**src/core/rox_pkg.sv**
```systemverilog
package rox_pkg;

  // Pointer and list geometry
  localparam int          ROX_PTR_W    = 32;
  localparam int          ROX_LIST_D   = 4;
  localparam int          ROX_CNT_W    = 3;
  localparam int          ROX_IDX_W    = 2;

  // Values after reset and special codes
  localparam logic [31:0] ROX_NO_BUF   = 32'hFFFFFFFF;
  localparam logic [31:0] ROX_PTR_RST  = 32'h00000000;
  localparam logic [2:0]  ROX_CNT_RST  = 3'h0;
  localparam logic [1:0]  ROX_IDX_RST  = 2'h0;
  localparam logic [2:0]  ROX_CNT_FULL = 3'h4;

  typedef enum logic [2:0] {
    ROX_TX_MEM_WR,
    ROX_TX_MEM_RD,
    ROX_TX_SPLIT_WR,
    ROX_TX_SPLIT_CPL,
    ROX_TX_OTHER
  } rox_kind_t;

  typedef enum logic [2:0] {
    ROX_TGT_PAYLOAD,
    ROX_TGT_CONTROL,
    ROX_TGT_MSG_DATA,
    ROX_TGT_IN_POST,
    ROX_TGT_OUT_POST
  } rox_target_t;

  typedef enum logic [1:0] {
    ROX_MODE_PUSH,
    ROX_MODE_PULL,
    ROX_MODE_OUT_OPT,
    ROX_MODE_PEER
  } rox_mode_t;

endpackage

```
**src/core/rox_ptr_list.sv**
```systemverilog
`timescale 1ns/1ps
`default_nettype none

module rox_ptr_list (
  // Clock and reset
  input  wire logic                          mclk_in,
  input  wire logic                          rst_b_in,
  // Fill side
  input  wire logic                          push_in,
  input  wire logic [rox_pkg::ROX_PTR_W-1:0] push_ptr_in,
  // Drain side
  input  wire logic                          pop_in,
  output logic      [rox_pkg::ROX_PTR_W-1:0] head_ptr_out,
  output logic                               empty_out,
  output logic                               full_out
);
  import rox_pkg::*;

  typedef struct packed {
    logic [ROX_LIST_D-1:0][ROX_PTR_W-1:0] mem;
    logic [ROX_IDX_W-1:0]                 wr_idx;
    logic [ROX_IDX_W-1:0]                 rd_idx;
    logic [ROX_CNT_W-1:0]                 count;
  } rox_list_st_t;

  rox_list_st_t st_q;
  rox_list_st_t st_d;
  logic         do_push;
  logic         do_pop;

  assign empty_out    = (st_q.count == ROX_CNT_RST);
  assign full_out     = (st_q.count == ROX_CNT_FULL);
  assign head_ptr_out = st_q.mem[st_q.rd_idx];
  assign do_pop       = pop_in && !empty_out;
  assign do_push      = push_in && (!full_out || do_pop);

  always_comb begin
    st_d = st_q;
    if (do_push) begin
      st_d.mem[st_q.wr_idx] = push_ptr_in;
      st_d.wr_idx           = st_q.wr_idx + 2'h1;
    end
    if (do_pop) begin
      st_d.rd_idx = st_q.rd_idx + 2'h1;
    end
    case ({do_push, do_pop})
      2'h2:    st_d.count = st_q.count + 3'h1;
      2'h1:    st_d.count = st_q.count - 3'h1;
      default: st_d.count = st_q.count;
    endcase
  end

  always_ff @(posedge mclk_in or negedge rst_b_in) begin
    if (!rst_b_in) begin
      st_q.mem    <= '0;
      st_q.wr_idx <= ROX_IDX_RST;
      st_q.rd_idx <= ROX_IDX_RST;
      st_q.count  <= ROX_CNT_RST;
    end else begin
      st_q <= st_d;
    end
  end

endmodule

`default_nettype wire

```
**src/core/rox_attr_select.sv**
```systemverilog
`timescale 1ns/1ps
`default_nettype none

module rox_attr_select (
  // Clock and reset
  input  wire logic                          mclk_in,
  input  wire logic                          rst_b_in,
  // Configuration
  input  wire logic                          ro_enable_in,
  input  wire rox_pkg::rox_mode_t            mode_in,
  input  wire logic                          host_bridge_in,
  input  wire logic                          colocated_in,
  input  wire logic                          model_relaxed_in,
  input  wire logic                          msg_sync_in,
  // Transaction request
  input  wire logic                          req_valid_in,
  input  wire rox_pkg::rox_kind_t            req_kind_in,
  input  wire rox_pkg::rox_target_t          req_target_in,
  input  wire logic                          cpu_hint_valid_in,
  input  wire logic                          cpu_hint_ro_in,
  input  wire logic                          cpl_req_ro_in,
  // Transaction issue
  output logic                               tx_valid_out,
  output rox_pkg::rox_kind_t                 tx_kind_out,
  output logic                               attr_ro_out,
  // Host queue access
  input  wire logic                          host_ifl_rd_in,
  input  wire logic                          host_ipq_wr_in,
  input  wire logic [rox_pkg::ROX_PTR_W-1:0] host_ipq_ptr_in,
  input  wire logic                          host_opq_rd_in,
  output logic      [rox_pkg::ROX_PTR_W-1:0] host_rdata_out,
  output logic                               host_irq_out,
  // Local processor queue access
  input  wire logic                          lp_ifl_ret_in,
  input  wire logic [rox_pkg::ROX_PTR_W-1:0] lp_ifl_ptr_in,
  input  wire logic                          lp_opq_wr_in,
  input  wire logic [rox_pkg::ROX_PTR_W-1:0] lp_opq_ptr_in,
  output logic                               lp_notify_out,
  output logic      [rox_pkg::ROX_PTR_W-1:0] lp_work_ptr_out
);
  import rox_pkg::*;

  typedef struct packed {
    logic                 tx_valid;
    rox_kind_t            tx_kind;
    logic                 attr_ro;
    logic [ROX_PTR_W-1:0] host_rdata;
    logic                 host_irq;
    logic                 lp_notify;
    logic [ROX_PTR_W-1:0] lp_work_ptr;
  } rox_st_t;

  rox_st_t              st_q;
  rox_st_t              st_d;
  logic                 want_ro;
  logic [ROX_PTR_W-1:0] ifl_head;
  logic                 ifl_empty;
  logic [ROX_PTR_W-1:0] opq_head;
  logic                 opq_empty;
  logic                 opq_full;
  logic                 is_wr;
  logic                 is_rd;

  ////////////////////////////////////////////////////////////////////////////
  // Pointer lists

  rox_ptr_list u_ifl (
    .mclk_in      (mclk_in),
    .rst_b_in     (rst_b_in),
    .push_in      (lp_ifl_ret_in),
    .push_ptr_in  (lp_ifl_ptr_in),
    .pop_in       (host_ifl_rd_in),
    .head_ptr_out (ifl_head),
    .empty_out    (ifl_empty),
    .full_out     ()
  );

  rox_ptr_list u_opq (
    .mclk_in      (mclk_in),
    .rst_b_in     (rst_b_in),
    .push_in      (lp_opq_wr_in),
    .push_ptr_in  (lp_opq_ptr_in),
    .pop_in       (host_opq_rd_in),
    .head_ptr_out (opq_head),
    .empty_out    (opq_empty),
    .full_out     (opq_full)
  );

  ////////////////////////////////////////////////////////////////////////////
  // Attribute decision

  assign is_wr = (req_kind_in == ROX_TX_MEM_WR) || (req_kind_in == ROX_TX_SPLIT_WR);
  assign is_rd = (req_kind_in == ROX_TX_MEM_RD);

  always_comb begin
    want_ro = 1'b0;
    if (req_kind_in == ROX_TX_SPLIT_CPL) begin
      want_ro = cpl_req_ro_in;
    end else if (host_bridge_in) begin
      // Host bridge needs the CPU to state ordering needs
      if (cpu_hint_valid_in) begin
        if (req_target_in == ROX_TGT_IN_POST) begin
          want_ro = 1'b0;
        end else if (req_target_in == ROX_TGT_MSG_DATA && is_wr &&
                     mode_in != ROX_MODE_PULL) begin
          want_ro = 1'b1;
        end else begin
          want_ro = cpu_hint_ro_in;
        end
      end
    end else begin
      // Classification of the transaction drives the choice
      case (req_target_in)
        ROX_TGT_PAYLOAD: begin
          want_ro = 1'b1;
        end
        ROX_TGT_CONTROL: begin
          if (is_rd) begin
            want_ro = colocated_in || model_relaxed_in;
          end else begin
            want_ro = 1'b0;
          end
        end
        ROX_TGT_MSG_DATA: begin
          if (is_rd) begin
            want_ro = (mode_in == ROX_MODE_PULL) || model_relaxed_in;
          end else begin
            case (mode_in)
              ROX_MODE_OUT_OPT: want_ro = 1'b1;
              ROX_MODE_PEER:    want_ro = 1'b1;
              default:          want_ro = msg_sync_in || model_relaxed_in;
            endcase
          end
        end
        ROX_TGT_IN_POST: begin
          want_ro = 1'b0;
        end
        ROX_TGT_OUT_POST: begin
          want_ro = 1'b0;
        end
        default: begin
          want_ro = model_relaxed_in;
        end
      endcase
    end
  end

  ////////////////////////////////////////////////////////////////////////////
  // Next state

  always_comb begin
    st_d           = st_q;
    st_d.tx_valid  = req_valid_in;
    st_d.lp_notify = 1'b0;
    if (req_valid_in) begin
      st_d.tx_kind = req_kind_in;
      // Split writes carry the bit but nothing here orders on it
      st_d.attr_ro = want_ro && (ro_enable_in || req_kind_in == ROX_TX_SPLIT_CPL);
    end else begin
      st_d.attr_ro = 1'b0;
    end
    if (host_ifl_rd_in) begin
      st_d.host_rdata = ifl_empty ? ROX_NO_BUF : ifl_head;
    end else if (host_opq_rd_in) begin
      st_d.host_rdata = opq_empty ? ROX_NO_BUF : opq_head;
    end
    if (host_ipq_wr_in) begin
      st_d.lp_notify   = 1'b1;
      st_d.lp_work_ptr = host_ipq_ptr_in;
    end
    // Interrupt stays up while any filled buffer waits for the host
    st_d.host_irq = !opq_empty || (lp_opq_wr_in && !opq_full);
  end

  always_ff @(posedge mclk_in or negedge rst_b_in) begin
    if (!rst_b_in) begin
      st_q.tx_valid    <= 1'b0;
      st_q.tx_kind     <= ROX_TX_OTHER;
      st_q.attr_ro     <= 1'b0;
      st_q.host_rdata  <= ROX_PTR_RST;
      st_q.host_irq    <= 1'b0;
      st_q.lp_notify   <= 1'b0;
      st_q.lp_work_ptr <= ROX_PTR_RST;
    end else begin
      st_q <= st_d;
    end
  end

  assign tx_valid_out    = st_q.tx_valid;
  assign tx_kind_out     = st_q.tx_kind;
  assign attr_ro_out     = st_q.attr_ro;
  assign host_rdata_out  = st_q.host_rdata;
  assign host_irq_out    = st_q.host_irq;
  assign lp_notify_out   = st_q.lp_notify;
  assign lp_work_ptr_out = st_q.lp_work_ptr;
endmodule

`default_nettype wire

```
**config.mk**
```make
export PLATFORM = sky130hd
export DESIGN_NAME = rox_attr_select
export DESIGN_NICKNAME = d
export VERILOG_FILES = /design/src/core/rox_pkg.sv /design/src/core/rox_ptr_list.sv /design/src/core/rox_attr_select.sv
export SDC_FILE = /design/constraint.sdc
export NUM_CORES = 1
export LEC_CHECK = 0
export BUFFER_PORTS_ARGS = -buffer_cell sky130_fd_sc_hd__buf_4
export CAP_MARGIN = 20
export CORE_UTILIZATION = 58
export DETAILED_ROUTE_END_ITERATION = 7
export GPL_TIMING_DRIVEN = 0
export PLACE_DENSITY = 0.82
export SYNTH_ARGS = -nofsm -noshare
export SYNTH_HDL_FRONTEND = slang
export SYNTH_SLANG_ARGS = --single-unit
```
**constraint.sdc**
```tcl
create_clock -name mclk_in -period 2.64 [get_ports mclk_in]
set_clock_uncertainty 0.05 [all_clocks]
set_input_delay 0.396 -clock mclk_in [delete_from_list [all_inputs] [get_ports mclk_in]]
set_output_delay 0.396 -clock mclk_in [all_outputs]
set_load 0.1 [all_outputs]
```
==> flow_metrics.tcl <==
set metrics [dict create \
    die_h_um 166 \
    hold_viol 0 \
    path_buf_inv 3 \
    antenna_found_initial 0 \
    r2r-start "u_opq.st_q[0]" \
    ys_seq_elements 341 \
    max_freq_ghz 0.431 \
    grt_usage_pct 25.1 \
    worst_ep_arrival_time_ns 2.70 \
    wl_met3_um 2190 \
    finalNonFillerCells 1529 \
    p_leak_nw 8.55 \
    start_kind "flop" \
    synth_fp_nets 1074 \
    nFillCells 1680 \
    globalplace.congestion 0.809 \
    diodes 0 \
    endpoint "u_opq.st_q[2]" \
    power_frac_comb_pct 44.5 \
    slowest_delay_ns 0.44 \
    synth_ff_type "dfrtp_1" \
    p_seq_share_pct 35.6 \
    worstSetupEndpointType "flop" \
    cap_violations 0 \
    synth.distinct_cells 39 \
    dr_total_vias 8846 \
    antenna_left 0 \
    placedCellCount 1469 \
    finalSetupViolCount 0 \
    clkSlewWorstSetupHoldPaths_ns 0.06 \
    placementRows 59 \
    synth.most_common_cell "dfrtp_1" \
    clockBufferDepth 3 \
    critPathSlowestCell "o41a_1" \
    worstPathRequired_ns 3.02 \
    rr_worst_depth 9 \
    wl_um 33000 \
    clkLatencyLatePin_ns 0.51 \
    critPathMaxFanout 8 \
    path_class "flop to flop" \
    cts_tree "built" \
    fin_util_pct 71.3 \
    dp_hpwl_um 22100 \
    first_global_vias 9551 \
    numClockSinks 341 \
    first_pass_iters 6 \
    min_period_over_period_pct 87.9 \
    synth.top_cells.by_count "dfrtp_1 (340), mux2_2 (151), mux2_4 (120)" \
    grt_max_degree 119 \
    yosys_warnings 0 \
    synth_edf_count 0 \
    wl_met1_um 13900 \
    final_max_slew_viol_count 0 \
    viasPerCell 5.79 \
    cp_common_cell "inv_1" \
    vdd_drop_max_mv 0.989 \
    power_frac_clock_pct 20.0 \
    status "finished with violations" \
    switchingPower_w 0.00900 \
    ioPinCount 191 \
    power.density_mw_per_mm2 1360 \
    top_layer_used "met4" \
    area_growth_pct 20.1 \
    grt_pass1_wl_um 52400 \
    yosys.area.top_type "dfrtp_1" \
    cp_cell_sequence "o41a_1, buf_6, inv_1, ha_1, inv_1, fa_1, xor2_1, nor2_1, xnor2_1" \
    syn_avg_cell_area_sq_um 16.5 \
    grt_overflow 0 \
    die_w_um 166 \
    rsz0062_at_grt "no" \
    syn_area_sq_mm 0.0155 \
    syn_inst 942 \
    intPower_w 0.0164 \
    r2r_end "u_opq.st_q[2]" \
    post_cts_buffers 0 \
    drc 42 \
    drtIter0Drc 518 \
    crit_family "adder cells" \
    drive_gt1_share_pct 53.0 \
    detailroute.wirelength.met2_um 16200 \
    fin_nets 1308 \
    hold_class "primary input to flop" \
    violations "design-rule violations" \
    htreeDepth 2 \
    reg2reg_slack_ns 0.32 \
    die_area_sq_mm 0.0274 \
    p_sw_share_pct 35.4 \
    numPortBuffers 190 \
    finalCriticalPeriod_ns 2.32 \
    cts_buffers 37 \
    clockRootBuffer "clkbuf_16" \
    wl_per_cell_um 21.6 \
    async_flop_share_pct 100 \
    core_sq_mm 0.0261 \
    worst_pin_slew_ns 0.879 \
    cp.depth 9 \
    start_util_pct 59.3 \
    startpoint "u_opq.st_q[0]" \
    synth_seq_area_share_pct 55.0 \
    netlist_top_cells_area "dfrtp_1 (55%), mux2_4 (12%), mux2_2 (11%)" \
    slew_headroom_pct 41.4 \
    yosysTopAreaCellShare_pct 54.9 \
]
-- worst min-delay path by stage --
stage,startpoint,to,slack [ns],cells after the start
after floorplan,rst_b_in,attr_ro_out,0.05,0
after global placement,u_opq.st_q[71],u_opq.st_q[71],0.42,1
after detailed placement,u_opq.st_q[100],u_opq.st_q[100],0.43,1
after CTS,lp_opq_wr_in,host_irq_out,0.04,2
after global routing,lp_opq_wr_in,host_irq_out,0.04,2
final,lp_opq_wr_in,host_irq_out,0.05,2
-- metal layers --
metal / global-route usage, % / vias up
met2: 42.0 / 293
met5: 0 / -
met4: 6.90 / 0
li1: - / 3907
met1: 33.8 / 4587
met3: 4.72 / 59
-- worst reg2reg max path, stage by stage, from the launching register on --
cell     delay [ns]
dfrtp_1        0.42
o41a_1         0.44
buf_6          0.19
inv_1          0.07
ha_1           0.18
inv_1          0.08
fa_1           0.43
xor2_1         0.15
nor2_1         0.11
xnor2_1        0.13
-- cell type report --
class / count / area, sq um / area share [%]
Timing Repair Buffer: 195 / 1520 / 8.16
Tap cell: 335 / 419 / 2.25
Inverter: 17 / 63.8 / 0.343
Buffer: 60 / 581 / 3.12
Sequential cell: 341 / 8530 / 45.8
Clock buffer: 47 / 1010 / 5.44
Clock inverter: 10 / 163 / 0.873
Multi-Input combinational cell: 524 / 6330 / 34.0
-- power by group through the flow --
stage | combinational [W] | clock [W] | sequential [W]
finish | 0.0113 | 0.00507 | 0.00904
CTS | 0.0114 | 0.00517 | 0.00901
global route | 0.0119 | 0.00539 | 0.00930
floorplan | 0.00694 | 0 | 0.0108
global placement | 0.0111 | 0 | 0.00891
detailed placement | 0.0113 | 0 | 0.00905
-- state kept, by name, indices dropped and copies added (netlist names), 3 cells and up --
register,cells
u_ifl.st_q,135
lp_work_ptr_out,32
u_opq.st_q,135
tx_kind_out,3
host_rdata_out,32
-- cells by family (layout without fill, tap and decap cells) --
family                   count (synthesis)  in the layout  synth area share [%]
adder cells (fa/ha/maj)                 12             12                  1.06
AND/OR/NAND/NOR                         66             66                  2.65
AO/OA/AOI/OAI                           77             77                  2.97
buffers and inverters                   77            329                  4.15
flip-flops                             341            341                  55.0
multiplexers                           357            357                  33.5
XOR/XNOR                                12             12                 0.678
-- placed cells by master (no fill, tap or decap), types with 3 or more instances in the layout --
master,instances
buf_8,7
buf_12,12
buf_2,8
o22ai_1,33
ha_1,10
a21oi_1,34
dfrtp_1,340
mux4_2,64
o21ai_0,3
nor2_1,39
xnor2_1,9
nand2_8,8
mux2_1,20
xor2_1,3
clkbuf_16,37
dlygate4sd3_1,3
inv_1,16
clkbuf_8,5
mux2_4,120
clkbuf_1,22
bufinv_16,4
mux2_2,151
buf_4,195
nand2_1,7
buf_6,8
buf_1,3
-- repair_timing --
item / 4_1_cts / 5_1_grt
hold buffers: 3 / 0
endpoints found under the setup margin: 0 / 0
hold endpoints to repair: 114 / 0
gates resized for setup: 0 / 0
-- stage by stage --
step                      setup TNS, ns  hold WS (ns)  cell area (sq um)  power, W  worst slack (ns)
after global routing                  0        0.0419              18600    0.0266             0.152
after CTS                             0        0.0376              18600    0.0256             0.302
after detailed placement              0         0.433              17400    0.0204             0.310
after global placement          -668.06         0.418              17400    0.0200             -2.00
final                                 0        0.0472              18600    0.0254             0.320
after floorplan                       0        0.0504              15500    0.0178             0.470
Power figures use the tool's default switching activity.
